[src/cmpsvd_pkg.sv]
/*
  Package for the comparator and supply detect control block: register map,
  field positions, reset values, timing constants and carrier structs.
  Assumes an AXI4-Lite slave with 32-bit data and a 10 MHz system clock.
*/
package cmpsvd_pkg;

  ////////////////////////////////////////////////////////////////////////////
  // Bus and register map
  localparam int unsigned ADDR_W = 16;
  localparam int unsigned DATA_W = 32;
  localparam logic [ADDR_W-1:0] DETECT_THRESHOLD_SELECT_IDX     = 16'hFF04;
  localparam logic [ADDR_W-1:0] COMPARATOR_DETECTOR_CONTROL_IDX = 16'hFF05;
  localparam logic [17:0] DETECT_THRESHOLD_SELECT_ADDR     = {DETECT_THRESHOLD_SELECT_IDX, 2'b00};
  localparam logic [17:0] COMPARATOR_DETECTOR_CONTROL_ADDR = {COMPARATOR_DETECTOR_CONTROL_IDX, 2'b00};
  localparam int unsigned BUS_ADDR_W = 18;

  localparam logic [1:0] RESP_OKAY   = 2'h0;
  localparam logic [1:0] RESP_SLVERR = 2'h2;

  ////////////////////////////////////////////////////////////////////////////
  // Field positions
  localparam int unsigned THR_LSB    = 0;
  localparam int unsigned THR_W      = 3;
  localparam int unsigned DET_EN_BIT = 0;
  localparam int unsigned LOW_V_BIT  = 1;
  localparam int unsigned CMP_RES_BIT = 2;
  localparam int unsigned CMP_PWR_BIT = 3;

  ////////////////////////////////////////////////////////////////////////////
  // Reset values
  localparam logic [2:0] THR_RESET     = 3'h0;
  localparam logic       CMP_PWR_RESET = 1'b0;
  localparam logic       CMP_RES_RESET = 1'b0;
  localparam logic       DET_EN_RESET  = 1'b0;
  localparam logic       LOW_V_RESET   = 1'b0;
  localparam logic [1:0] SYNC_RESET    = 2'h0;

  ////////////////////////////////////////////////////////////////////////////
  // Timing (software side waits, kept for reference by firmware and tests)
  localparam int unsigned CLK_HZ          = 10_000_000;
  localparam int unsigned CMP_SETTLE_US   = 3000;
  localparam int unsigned DET_MIN_ON_US   = 500;
  localparam int unsigned CMP_SETTLE_CYC  = CMP_SETTLE_US * (CLK_HZ / 1_000_000);
  localparam int unsigned DET_MIN_ON_CYC  = DET_MIN_ON_US * (CLK_HZ / 1_000_000);

  ////////////////////////////////////////////////////////////////////////////
  // Carriers
  typedef struct packed {
    logic       comparator_power_on;
    logic       detector_enable;
    logic [2:0] threshold_select;
  } cmpsvd_ctrl_t;

  typedef struct packed {
    logic comparator_result;
    logic low_voltage_result;
  } cmpsvd_stat_t;

endpackage

[src/cmpsvd_ctrl.sv]
/*
  Comparator and supply detector control: AXI4-Lite register slave, control
  bits driving the analog blocks, synchroniser and result latches.
  Assumes analog comparator and detector outputs arrive as asynchronous
  levels and that software observes the settle and on-time waits.
*/
`timescale 1ns/1ps
`default_nettype none
module cmpsvd_ctrl
  import cmpsvd_pkg::*;
#(
  parameter bit EXT_SENSE = 1'b0
)
(
  input  wire logic                  aclk,
  input  wire logic                  aresetn,
  input  wire logic                  s_axi_awvalid,
  output var  logic                  s_axi_awready,
  input  wire logic [BUS_ADDR_W-1:0] s_axi_awaddr,
  input  wire logic [2:0]            s_axi_awprot,
  input  wire logic                  s_axi_wvalid,
  output var  logic                  s_axi_wready,
  input  wire logic [DATA_W-1:0]     s_axi_wdata,
  input  wire logic [3:0]            s_axi_wstrb,
  output var  logic                  s_axi_bvalid,
  input  wire logic                  s_axi_bready,
  output var  logic [1:0]            s_axi_bresp,
  input  wire logic                  s_axi_arvalid,
  output var  logic                  s_axi_arready,
  input  wire logic [BUS_ADDR_W-1:0] s_axi_araddr,
  input  wire logic [2:0]            s_axi_arprot,
  output var  logic                  s_axi_rvalid,
  input  wire logic                  s_axi_rready,
  output var  logic [DATA_W-1:0]     s_axi_rdata,
  output var  logic [1:0]            s_axi_rresp,
  input  wire logic                  comparator_out,
  input  wire logic                  detector_low_out,
  output var  logic                  comparator_power_on,
  output var  logic                  detector_enable,
  output var  logic [2:0]            threshold_select,
  output var  logic                  sense_pin_select
);

  ////////////////////////////////////////////////////////////////////////////
  // State
  cmpsvd_ctrl_t ctrl;
  cmpsvd_ctrl_t next_ctrl;
  cmpsvd_stat_t stat;
  logic         sense_sel;
  logic         next_sense_sel;

  logic aw_held;
  logic next_aw_held;
  logic [BUS_ADDR_W-1:0] aw_addr;
  logic [BUS_ADDR_W-1:0] next_aw_addr;
  logic w_held;
  logic next_w_held;
  logic [DATA_W-1:0] w_data;
  logic [DATA_W-1:0] next_w_data;
  logic [3:0] w_strb;
  logic [3:0] next_w_strb;
  logic bvalid;
  logic next_bvalid;
  logic [1:0] bresp;
  logic [1:0] next_bresp;
  logic rvalid;
  logic next_rvalid;
  logic [DATA_W-1:0] rdata;
  logic [DATA_W-1:0] next_rdata;
  logic [1:0] rresp;
  logic [1:0] next_rresp;

  logic wr_fire;
  logic det_capture;
  logic cmp_sync;
  logic det_sync;
  logic cmp_result;
  logic low_v_result;
  logic aw_ready;
  logic next_aw_ready;
  logic w_ready;
  logic next_w_ready;
  logic ar_ready;
  logic next_ar_ready;

  ////////////////////////////////////////////////////////////////////////////
  // Elaboration checks
  if (THR_LSB + THR_W > 4) begin : g_thr_fit
    $error("threshold field exceeds the four register bits");
  end
  if (CMP_PWR_BIT > 3 || CMP_RES_BIT > 3 || LOW_V_BIT > 3 || DET_EN_BIT > 3) begin : g_bit_fit
    $error("control bit position exceeds the four register bits");
  end
  if (BUS_ADDR_W < 18) begin : g_addr_fit
    $error("bus address too narrow for the register map");
  end

  ////////////////////////////////////////////////////////////////////////////
  // Analog synchronisers
  // two stage sync
  cmpsvd_sync u_cmp_sync (
    .aclk     (aclk),
    .aresetn  (aresetn),
    .async_in (comparator_out),
    .sync_out (cmp_sync)
  );

  cmpsvd_sync u_det_sync (
    .aclk     (aclk),
    .aresetn  (aresetn),
    .async_in (detector_low_out),
    .sync_out (det_sync)
  );

  ////////////////////////////////////////////////////////////////////////////
  // Result latches
  // comparator follows while powered, freezes when off; detector captures only at switch-off
  cmpsvd_latch u_cmp_latch (
    .aclk    (aclk),
    .aresetn (aresetn),
    .follow  (ctrl.comparator_power_on),
    .capture (1'b0),
    .d       (cmp_sync),
    .q       (cmp_result)
  );

  cmpsvd_latch u_det_latch (
    .aclk    (aclk),
    .aresetn (aresetn),
    .follow  (1'b0),
    .capture (det_capture),
    .d       (det_sync),
    .q       (low_v_result)
  );

  assign stat = {cmp_result, low_v_result};

  ////////////////////////////////////////////////////////////////////////////
  // Write channel
  assign wr_fire = aw_held && w_held && !bvalid;

  always_comb begin
    next_aw_held = aw_held;
    next_aw_addr = aw_addr;
    next_w_held  = w_held;
    next_w_data  = w_data;
    next_w_strb  = w_strb;
    next_bvalid  = bvalid;
    next_bresp   = bresp;
    next_ctrl    = ctrl;
    det_capture  = 1'b0;
    if (!aw_held && s_axi_awvalid) begin
      next_aw_held = 1'b1;
      next_aw_addr = s_axi_awaddr;
    end
    if (!w_held && s_axi_wvalid) begin
      next_w_held = 1'b1;
      next_w_data = s_axi_wdata;
      next_w_strb = s_axi_wstrb;
    end
    if (bvalid && s_axi_bready) begin
      next_bvalid = 1'b0;
    end
    if (wr_fire) begin
      next_aw_held = 1'b0;
      next_w_held  = 1'b0;
      next_bvalid  = 1'b1;
      next_bresp   = RESP_OKAY;
      case (aw_addr)
        DETECT_THRESHOLD_SELECT_ADDR: begin
          if (w_strb[0]) begin
            next_ctrl.threshold_select = w_data[THR_LSB +: THR_W];
          end
        end
        COMPARATOR_DETECTOR_CONTROL_ADDR: begin
          if (w_strb[0]) begin
            next_ctrl.comparator_power_on = w_data[CMP_PWR_BIT];
            next_ctrl.detector_enable = w_data[DET_EN_BIT];
            det_capture = ctrl.detector_enable && !w_data[DET_EN_BIT];
          end
        end
        default: begin
          next_bresp = RESP_SLVERR;
        end
      endcase
    end
    next_aw_ready = !next_aw_held;
    next_w_ready  = !next_w_held;
  end

  always_comb begin
    next_sense_sel = EXT_SENSE && (next_ctrl.threshold_select == THR_RESET);
  end

  ////////////////////////////////////////////////////////////////////////////
  // Read channel
  always_comb begin
    next_rvalid = rvalid;
    next_rdata  = rdata;
    next_rresp  = rresp;
    if (rvalid && s_axi_rready) begin
      next_rvalid = 1'b0;
    end
    if (!rvalid && s_axi_arvalid) begin
      next_rvalid = 1'b1;
      next_rdata  = '0;
      next_rresp  = RESP_OKAY;
      case (s_axi_araddr)
        DETECT_THRESHOLD_SELECT_ADDR: begin
          next_rdata[THR_LSB +: THR_W] = ctrl.threshold_select;
        end
        COMPARATOR_DETECTOR_CONTROL_ADDR: begin
          next_rdata[CMP_PWR_BIT] = ctrl.comparator_power_on;
          next_rdata[CMP_RES_BIT] = stat.comparator_result;
          next_rdata[LOW_V_BIT]   = stat.low_voltage_result;
          next_rdata[DET_EN_BIT]  = ctrl.detector_enable;
        end
        default: begin
          next_rresp = RESP_SLVERR;
        end
      endcase
    end
    next_ar_ready = !next_rvalid;
  end

  ////////////////////////////////////////////////////////////////////////////
  // Registers
  always_ff @(posedge aclk) begin
    if (!aresetn) begin
      ctrl.comparator_power_on <= CMP_PWR_RESET;
      ctrl.detector_enable     <= DET_EN_RESET;
      ctrl.threshold_select    <= THR_RESET;
      sense_sel <= EXT_SENSE;
      aw_ready  <= 1'b1;
      w_ready   <= 1'b1;
      ar_ready  <= 1'b1;
      aw_held   <= 1'b0;
      aw_addr   <= '0;
      w_held    <= 1'b0;
      w_data    <= '0;
      w_strb    <= 4'h0;
      bvalid    <= 1'b0;
      bresp     <= RESP_OKAY;
      rvalid    <= 1'b0;
      rdata     <= '0;
      rresp     <= RESP_OKAY;
    end else begin
      ctrl      <= next_ctrl;
      sense_sel <= next_sense_sel;
      aw_ready  <= next_aw_ready;
      w_ready   <= next_w_ready;
      ar_ready  <= next_ar_ready;
      aw_held   <= next_aw_held;
      aw_addr   <= next_aw_addr;
      w_held    <= next_w_held;
      w_data    <= next_w_data;
      w_strb    <= next_w_strb;
      bvalid    <= next_bvalid;
      bresp     <= next_bresp;
      rvalid    <= next_rvalid;
      rdata     <= next_rdata;
      rresp     <= next_rresp;
    end
  end

  ////////////////////////////////////////////////////////////////////////////
  // Outputs
  assign s_axi_awready       = aw_ready;
  assign s_axi_wready        = w_ready;
  assign s_axi_bvalid        = bvalid;
  assign s_axi_bresp         = bresp;
  assign s_axi_arready       = ar_ready;
  assign s_axi_rvalid        = rvalid;
  assign s_axi_rdata         = rdata;
  assign s_axi_rresp         = rresp;
  assign comparator_power_on = ctrl.comparator_power_on;
  assign detector_enable     = ctrl.detector_enable;
  assign threshold_select    = ctrl.threshold_select;
  assign sense_pin_select    = sense_sel;

endmodule
`default_nettype wire

[src/cmpsvd_latch.sv]
/*
  Result latch with a follow enable and a one-cycle capture strobe.
  Assumes synchronous inputs; reset clears the held value.
*/
`timescale 1ns/1ps
`default_nettype none
module cmpsvd_latch
  import cmpsvd_pkg::*;
(
  input  wire logic aclk,
  input  wire logic aresetn,
  input  wire logic follow,
  input  wire logic capture,
  input  wire logic d,
  output var  logic q
);

  logic held;
  logic next_held;

  always_comb begin
    next_held = held;
    if (follow || capture) begin
      next_held = d;
    end
  end

  always_ff @(posedge aclk) begin
    if (!aresetn) begin
      held <= 1'b0;
    end else begin
      held <= next_held;
    end
  end

  assign q = held;

endmodule
`default_nettype wire

[src/cmpsvd_sync.sv]
/*
  Two-stage synchroniser for one level from the analog side.
  Assumes the input is an asynchronous level; only stage two is read.
*/
`timescale 1ns/1ps
`default_nettype none
module cmpsvd_sync
  import cmpsvd_pkg::*;
(
  input  wire logic aclk,
  input  wire logic aresetn,
  input  wire logic async_in,
  output var  logic sync_out
);

  logic [1:0] stages;
  logic [1:0] next_stages;

  always_comb begin
    next_stages = {stages[0], async_in};
  end

  always_ff @(posedge aclk) begin
    if (!aresetn) begin
      stages <= SYNC_RESET;
    end else begin
      stages <= next_stages;
    end
  end

  assign sync_out = stages[1];

endmodule
`default_nettype wire

[config.mk]
export PLATFORM = sky130hd
export DESIGN_NAME = cmpsvd_ctrl
export DESIGN_NICKNAME = d
export VERILOG_FILES = /design/src/cmpsvd_pkg.sv /design/src/cmpsvd_ctrl.sv /design/src/cmpsvd_latch.sv /design/src/cmpsvd_sync.sv
export SDC_FILE = /design/constraint.sdc
export NUM_CORES = 1
export LEC_CHECK = 0
export ABC_AREA = 1
export BUFFER_PORTS_ARGS = -buffer_cell sky130_fd_sc_hd__buf_2
export CAP_MARGIN = 20
export CORE_UTILIZATION = 30
export DETAILED_ROUTE_END_ITERATION = 10
export GPL_ROUTABILITY_DRIVEN = 0
export GPL_TIMING_DRIVEN = 0
export SYNTH_ARGS = -nofsm -noshare
export SYNTH_HDL_FRONTEND = slang
export SYNTH_SLANG_ARGS = --single-unit
[constraint.sdc]
create_clock -name aclk -period 2.9 [get_ports aclk]
set_input_delay 0.435 -clock aclk [delete_from_list [all_inputs] [get_ports aclk]]
set_output_delay 0.435 -clock aclk [all_outputs]
set_load 0.01 [all_outputs]
==> flow_summary.toml, run 1 <==
[timing]
fin_crit_sh_pct = 43.6
hold_viol_final = 0
min_period_ps = 1270
fin_skew_ps = 8.18
drv_slew = 0
rsz0062_at_grt = "false"
max_clock_freq_ghz = 0.790
setup_tns_ps = 0
finalSetupViolCount = 0

[power]
pwr-share-comb_pct = 15.4
sw_frac_of_total_pct = 26.2
leakage_nw = 1.48
p_seq_share_pct = 54.0
internal-power_mw = 0.964
p_switching_mw = 0.343
p_clk_share_pct = 30.6
ir_drop_uv = 309
powerDensity_mw_per_mm2 = 463

[cts]
clk_pin_slew_ps = 80
worstSkewPairLatency_ps = 300
clockBufferDepth = 2
cts_setup_buffers = 0
cts.repair.resized = 0
cts_tree = "built"
cts_hold_buf = 0
clkSinkCount = 47
cts_buffers = 5
h-tree-depth = 2
cts_root_buffer = "clkbuf_8"

[place]
dp_hpwl_um = 3650
io_buffers = 64

[synth]
synth_area_leaders = "dfxtp_1 (43%), buf_4 (11%), nor2_1 (11%)"
synth_edf_count = 0
netlist.area_leader.share_pct = 43.1
synth_cell_types = 21
yosys.area.top_type = "dfxtp_1"
ys_seq_area_share_pct = 43.1
synth_ff_type = "dfxtp_1"
synth.cell_area_mm2 = 0.00218
postSynthCellCount = 306
ys_ff_latch = 47
synth_warnings = 0
async_flop_share_pct = 0
syn_avg_cell_area_um2 = 7.13

[critical_path]
max_stage_delay_ps = 380
crit_arrival_ps = 830
crit_path_max_fanout = 3
critPathSlowestCell = "dfxtp_1"
crit_type = "register to output port"
cp-start-kind = "register"
path_cells = "buf_2"
worstSetupEndpointType = "output port"
cp_data_required_time_ps = 2470
cp_top_family = "flip-flops"
r2r_start = "aw_held"
critPathBufInv = 1
cp-startpoint = "threshold_select[0]"

[run]
drv_cap = 0

[floorplanning]
start_util_pct = 31.6
num_rows = 30
ios = 134
die_y_um = 87.3
chipWidth_um = 87.3
fp.coreArea_mm2 = 0.00691
dieArea_mm2 = 0.00761

[routing]
drtAntennaViolNets = 0
wl_um = 4690
vias_per_cell = 3.99
vias = 2009
firstDrtPassIters = 4
wl_per_cell_um = 9.33
drt_iter0_markers = 58
drc = 0

[final_layout]
diodes = 0
fin_nets = 494
nFillCells = 750
drive_above_1_share_pct = 28.7
syn2layout_area_growth_pct = 29.4
finish.utilization_pct = 40.9

[global_route]
grt_pass1_vias = 1657
grt_pass1_wl_um = 7270
gr-total-overflow = 0
grtUsageTotal_pct = 12.5
grt_start_max_net_pins = 14
antenna_found_initial = 0

[worst_hold_path]
hp-start = "comparator_out"
holdCritPathClass = "primary input to register"

[status]
status = "finished clean"
## synthesized netlist by cell type, types with 3 or more instances
library cell and number:
nor2_1 64, dfxtp_1 47, inv_1 43, nand2_1 37, buf_4 32, o21ai_0 28, a21oi_1 12, nand4_1 12
nand3_1 10, nor2_2 4, buf_2 3
## routing by layer
layer	wire, um	track usage [%]
met1	2170	15.4
met2	2080	20.0
met3	357	4.27
met4	85	5.07
met5	0	0
## stage by stage
step	setup WS (ps)	cells	hold slack [ps]	area (um^2)	power, mW
6_report	1630	503	312	2820	1.31
3_5_place_dp	1410	496	401	2730	0.922
4_1_cts	1610	503	304	2820	1.32
2_1_floorplan	1680	336	390	2290	0.855
5_1_grt	1490	503	316	2820	1.38
3_3_place_gp	1450	496	395	2730	0.919
## sequential cells by signal (all words and copies together) (netlist names), 2 cells and up
register,flops
u_det_sync.stages,2
threshold_select,3
u_cmp_sync.stages,2
s_axi_rdata,4
aw_addr,18
w_data,4
## layout make-up
cell class | count | area, um^2 | area share (%)
tap | 96 | 120 | 4.26
multi-input combinational | 208 | 925 | 32.8
buffer | 38 | 267 | 9.45
inverter | 43 | 161 | 5.72
sequential | 47 | 941 | 33.3
timing repair buffer | 64 | 320 | 11.4
clock inverter | 1 | 5.00 | 0.177
clock buffer | 6 | 82.6 | 2.93
## kinds of logic (layout without fill, tap and decap cells)
kind of cell    after synthesis  in the layout  synth area share, %
simple gates                135            135                 27.3
buf+inv                      81            152                 19.6
flops                        47             47                 43.1
other cells                   1             31                0.172
compound gates               42             42                 9.81
## worst register-to-register path, cell delays in order (launching register included)
cell     delay (ps)
dfxtp_1         350
nor2_1          230
inv_1           140
buf_2           200
o21ai_0         170
a21oi_1          50
## power by group through the flow
stage	sequential [mW]	clock, mW	combinational (mW)
after floorplan	0.722	0	0.133
after global placement	0.720	0	0.198
after detailed placement	0.722	0	0.200
after CTS	0.707	0.417	0.201
after global routing	0.711	0.435	0.229
final	0.706	0.400	0.201
## cells in the final DEF, fill, tap and decap left out, types with 2 or more instances in the layout
| cell type | instances |
|---|---|
| conb_1 | 31 |
| clkbuf_1 | 2 |
| buf_2 | 67 |
| nand2_1 | 37 |
| nor2_1 | 64 |
| nand4_1 | 12 |
| inv_1 | 43 |
| buf_4 | 32 |
| nand3_1 | 10 |
| a21oi_1 | 12 |
| or2_2 | 2 |
| clkbuf_8 | 6 |
| nand2_2 | 2 |
| o21ai_0 | 28 |
| nor2_4 | 2 |
| dfxtp_1 | 47 |
| nor2_2 | 4 |
## worst paths after layout
path	to	slack, ps	cells after the start
hold / removal	u_cmp_sync.stages[0]	310	3
hold reg to reg	u_cmp_sync.stages[1]	420	2
setup / recovery	threshold_select[0]	1630	1
setup reg to reg	aw_addr[7]	1650	5
(Power assumes the default switching activity.)
==> inputs of run 2 (changes only) <==
ABC_AREA = 0   (was 1)
clock period = 1.15 ns   (was 2.9 ns; I/O delays follow)
==> run 2 against run 1 <==
Effect of this change: the run now ends with setup timing left; worst setup slack got worse by 1900 ps; sequential share of layout area down 0.89 points; non-clock buffer count grew 12; flip-flop and latch count did not move; utilization grew 4.1 points; synthesized cell count down 23%.
==> flow_summary.toml, run 2 <==
[cts]
cts_tree = "built"
cts_root_buffer = "clkbuf_8"
worstSkewPairLatency_ps = 310
clk_pin_slew_ps = 100
h-tree-depth = 2
clockBufferDepth = 2
cts_buffers = 5
clkSinkCount = 47

[power]
pwr-share-comb_pct = 14.6
sw_frac_of_total_pct = 24.6
powerDensity_mw_per_mm2 = 1190
p_seq_share_pct = 50.6
ir_drop_uv = 659
p_clk_share_pct = 34.8
finalPower_mw = 3.48
leakage_nw = 1.43
p_switching_mw = 0.858
internal-power_mw = 2.63

[critical_path]
worst_r2r_path_depth = 4
critPathBufInv = 0
max_stage_delay_ps = 560
path_depth = 4
critPathSlowestCell = "or4_4"
crit_type = "register to register"
crit_path_max_fanout = 5
cp_data_required_time_ps = 1330
path_cells = "nand4_1 > or4_4 > o21ai_2 > a21oi_1"
cp_top_family = "simple AND/OR/NAND/NOR gates"
worstSetupEndpointType = "register"
cp-start-kind = "register"
crit_arrival_ps = 1630

[routing]
vias_per_cell = 4.24
drt_iter0_markers = 64
drc = 0
wl_per_cell_um = 10.6
drtAntennaViolNets = 0
vias = 1796
wl_um = 4500
firstDrtPassIters = 4

[timing]
fin_skew_ps = 13.5
max_clock_freq_ghz = 0.690
finalSetupViolCount = 7
rsz0062_at_grt = "true"
drv_slew = 0
slew_headroom_pct = 66.5
tightestPinTransition_ps = 502
hold_viol_final = 0
fin_crit_sh_pct = 126
whs_ps = 70.1
setup_tns_ps = -1850
min_period_ps = 1450
setup_ws_ps = -299

[final_layout]
multi_input_area_mm2 = 0.00106
finish.utilization_pct = 45.0
stdcell_area_mm2 = 0.00294
nFillCells = 661
syn2layout_area_growth_pct = 41.3
top_register = "aw_addr"
fin_cells = 424
largest_reg_flops = 18
fin_nets = 433
diodes = 0
regArea_um2 = 953
layout_common_cells = "buf_2 (66), nand2_1 (44), buf_4 (39)"
layout_commonest_cell = "buf_2"
drive_above_1_share_pct = 44.4

[status]
violations = "setup timing"
status = "finished, violations left"

[floorplanning]
num_rows = 29
chipWidth_um = 85.3
die_y_um = 85.3
dieArea_mm2 = 0.00727
start_util_pct = 31.8
fp.coreArea_mm2 = 0.00653
ios = 134

[synth]
ys_seq_area_share_pct = 45.2
syn_avg_cell_area_um2 = 8.85
synth.cell_area_mm2 = 0.00208
synth_edf_count = 0
synth_compound_area_share_pct = 8.72
netlist.area_leader.share_pct = 45.2
synth_xor_area_share_pct = 0
yosys.area.top_type = "dfxtp_1"
async_flop_share_pct = 0
synthAdderAreaFrac_pct = 0
synthTopCellsByCount = "dfxtp_1 (47), nand2_1 (45), buf_4 (31)"
synth_ff_type = "dfxtp_1"
synth_cell_types = 35
synth_area_leaders = "dfxtp_1 (45%), buf_4 (11%), nand2_1 (8.1%)"
synth_warnings = 0
postSynthCellCount = 235
yosys.area_share.simple_pct = 27.2
synthMuxAreaShare_pct = 4.81
synth_top_family_by_area = "simple AND/OR/NAND/NOR gates"
synth_most_common_cell = "dfxtp_1"
ys_ff_latch = 47

[worst_hold_path]
hold_path_depth = 2
holdCritPathClass = "primary input to register"

[place]
dp_slack_ps = -313
placed_area_mm2 = 0.00264
place_inst = 407
dp_hpwl_um = 3390
io_buffers = 65

[global_route]
gr-total-overflow = 0
antenna_found_initial = 0
grt_pass1_vias = 1633
grtUsageTotal_pct = 12.4
grt_pass1_wl_um = 7100
grt_start_max_net_pins = 19

[run]
drv_cap = 0
run 2: kinds of logic (layout without fill, tap and decap cells):
group,after synthesis,in the layout
simple gates,96,96
flops,47,47
buf+inv,45,127
compound gates,36,36
mux,10,10
other cells,1,31
run 2: routing by layer:
metal,share of wire (%),vias to the layer above,GRT usage (%)
met5,0,-,0
met4,1.4,0,5.00
met3,7.9,8,3.60
met2,46,67,20.2
met1,45,777,15.5
li1,-,944,-
run 2: final timing paths:
| check | slack, ps | end | startpoint |
|---|---|---|---|
| worst max-delay path | -300 | detector_enable | aw_addr[12] |
| worst max register to register | -300 | detector_enable | aw_addr[12] |
| worst min-delay path | 70 | u_cmp_sync.stages[0] | comparator_out |
| worst min register to register | 440 | u_det_sync.stages[1] | u_det_sync.stages[0] |
run 2: repair_timing:
item,in CTS,in global routing
hold buffers,0,0
resized for setup,17,22
endpoints found under the setup margin,31,36
pin swaps,6,8
setup buffers,2,8
run 2: final cells by class:
| class | instances | area share, % |
|---|---|---|
| Buffer | 39 | 9.75 |
| Clock buffer | 5 | 2.34 |
| Clock inverter | 3 | 1.49 |
| Inverter | 5 | 0.639 |
| Multi-Input combinational cell | 173 | 36.0 |
| Sequential cell | 47 | 32.5 |
| Tap cell | 77 | 3.28 |
| Timing Repair Buffer | 75 | 14.0 |
run 2: power by group through the flow:
stage / combinational, mW / clock [mW] / sequential, mW
after floorplan: 0.299 / 0 / 1.80
after detailed placement: 0.451 / 0 / 1.80
after global routing: 0.563 / 1.32 / 1.77
after global placement: 0.446 / 0 / 1.79
final: 0.507 / 1.21 / 1.76
after CTS: 0.464 / 1.24 / 1.76
==> inputs of run 3 (changes only) <==
PLACE_DENSITY_LB_ADDON = 0.3   (was unset)
==> run 3 against run 2 <==
Effect of this change: the flow still finishes with violations (setup timing); non-clock buffer count down 4; power shrank 7.3%; register-to-register slack lost 40 ps; wire length decreased by 0.64%; global-route usage up 0.26 points; die area unchanged; sequential share of layout area grew 0.81 points; sequential power barely moved; critical path type unchanged; critical endpoint is now threshold_select[0].
==> flow_summary.toml, run 3 (synthesis gave the netlist of run 2 again) <==
[cts]
clk_pin_slew_ps = 80
cts_root_buffer = "clkbuf_8"
cts_tree = "built"
cts_buffers = 5
clkSinkCount = 47
h-tree-depth = 2
worstSkewPairLatency_ps = 290
clockBufferDepth = 2

[routing]
dr_wl_met3_um = 266
wl_per_cell_um = 10.7
drt_iter0_markers = 42
top_layer = "met4"
wl_um = 4470
drc = 0
vias_per_cell = 4.26
wl_met2_um = 2080
drtAntennaViolNets = 0
vias = 1783
firstDrtPassIters = 4
wl_met1_um = 2090

[power]
p_seq_share_pct = 54.6
p_clk_share_pct = 30.8
internal-power_mw = 2.43
ir_drop_uv = 772
finalPower_mw = 3.23
p_switching_mw = 0.802
pwr-share-comb_pct = 14.6
powerDensity_mw_per_mm2 = 1120
sw_frac_of_total_pct = 24.9
leakage_nw = 1.40

[floorplanning]
start_util_pct = 31.8
chipWidth_um = 85.3
dieArea_mm2 = 0.00727
fp.coreArea_mm2 = 0.00653
die_y_um = 85.3
num_rows = 29
ios = 134

[critical_path]
worst_r2r_path_depth = 4
crit_path_max_fanout = 5
cp_top_family = "simple AND/OR/NAND/NOR gates"
crit_type = "register to register"
path_cells = "nand3b_1 > or4_4 > o21ai_1 > a21oi_1"
cp-start-kind = "register"
critPathBufInv = 0
r2r_start = "aw_addr[9]"
r2r_end = "threshold_select[0]"
crit_arrival_ps = 1650
worstSetupEndpointType = "register"
cp_data_required_time_ps = 1310
critPathSlowestCell = "or4_4"
regToRegSetupSlack_ps = -340
max_stage_delay_ps = 570

[timing]
drv_slew = 0
slew_headroom_pct = 66.5
hold_viol_final = 0
rsz0062_at_grt = "true"
fin_skew_ps = 2.74
min_period_ps = 1490
max_clock_freq_ghz = 0.672
fin_crit_sh_pct = 129
finalSetupViolCount = 7
whs_ps = 82.0
setup_ws_ps = -339
tightestPinTransition_ps = 502

[final_layout]
layout_commonest_cell = "buf_2"
layout_common_cells = "buf_2 (66), nand2_1 (45), buf_4 (36), dfxtp_1 (36), conb_1 (31)"
nFillCells = 669
drive_above_1_share_pct = 43.3
largest_reg_flops = 18
stdcell_area_mm2 = 0.00287
top_register = "aw_addr"
syn2layout_area_growth_pct = 38.0
diodes = 0
fin_cells = 419
fin_nets = 429

[status]
violations = "setup timing"
status = "finished, violations left"

[worst_hold_path]
worstHoldEndpoint = "u_cmp_sync.stages[0]"
holdCritPathClass = "primary input to register"
hold_path_depth = 2
hp-start = "comparator_out"

[global_route]
grt_start_max_net_pins = 19
grt_pass1_wl_um = 7290
antenna_found_initial = 0
grtUsageTotal_pct = 12.7
gr-total-overflow = 0
grt_pass1_vias = 1670

[place]
dp_hpwl_um = 3380
io_buffers = 65
place_inst = 407
placed_area_mm2 = 0.00264

[run]
drv_cap = 0
run 3: cell count changes in the layout (fill, tap and decap cells not counted), sizes merged:
| cell | delta |
|---|---|
| buf | -4 |
| bufinv | -1 |
| clkbuf | +1 |
| clkinv | -1 |
run 3: cell type report:
cell class / count / area (um^2) / area share (%)
Multi-Input combinational cell: 173 / 1050 / 36.7
Inverter: 5 / 18.8 / 0.654
Clock buffer: 6 / 82.6 / 2.88
Buffer: 38 / 269 / 9.37
Sequential cell: 47 / 955 / 33.3
Timing Repair Buffer: 72 / 392 / 13.6
Clock inverter: 1 / 5.00 / 0.174
Tap cell: 77 / 96.3 / 3.36
run 3: timing repair:
action	in CTS	in global routing
endpoints found under the setup margin	26	34
pin swaps	5	9
hold buffers	0	0
buffers inserted	4	4
gates resized for setup	13	21
cloned	0	0
run 3: power by group through the flow:
| stage | logic (mW) | registers (mW) | clock network (mW) |
|---|---|---|---|
| global route | 0.530 | 1.77 | 1.11 |
| global placement | 0.445 | 1.79 | 0 |
| detailed placement | 0.451 | 1.80 | 0 |
| finish | 0.472 | 1.76 | 0.993 |
| floorplan | 0.299 | 1.80 | 0 |
| CTS | 0.456 | 1.76 | 1.04 |
run 3: worst max path at each step:
stage	from	end	slack, ps	depth (start not counted)
final	aw_addr[9]	threshold_select[0]	-340	4
after floorplan	s_axi_bvalid	detector_enable	-210	4
after detailed placement	aw_addr[15]	u_det_latch.q	-340	4
after global placement	aw_addr[3]	u_det_latch.q	-310	4
after global routing	aw_addr[9]	threshold_select[0]	-430	4
after CTS	aw_addr[12]	threshold_select[2]	-310	4
run 3: stage by stage:
stage | utilization, % | worst slack (ps) | setup TNS [ps]
floorplan | - | -206 | -1350
global placement | 40.3 | -314 | -4770
detailed placement | 40.3 | -336 | -5200
CTS | 42.6 | -315 | -1890
global route | 43.9 | -434 | -2670
finish | 43.9 | -339 | -2040
run 3: routing by layer:
layer	track usage (%)	up-vias
met2	21.5	63
met1	15.9	777
met4	3.64	0
met3	3.31	5
met5	0	-
li1	-	938
run 3: worst reg2reg max path, cell delays in order (launching register included):
cell      delay (ps)
dfxtp_1          320
nand3b_1         260
or4_4            570
o21ai_1          150
a21oi_1           70
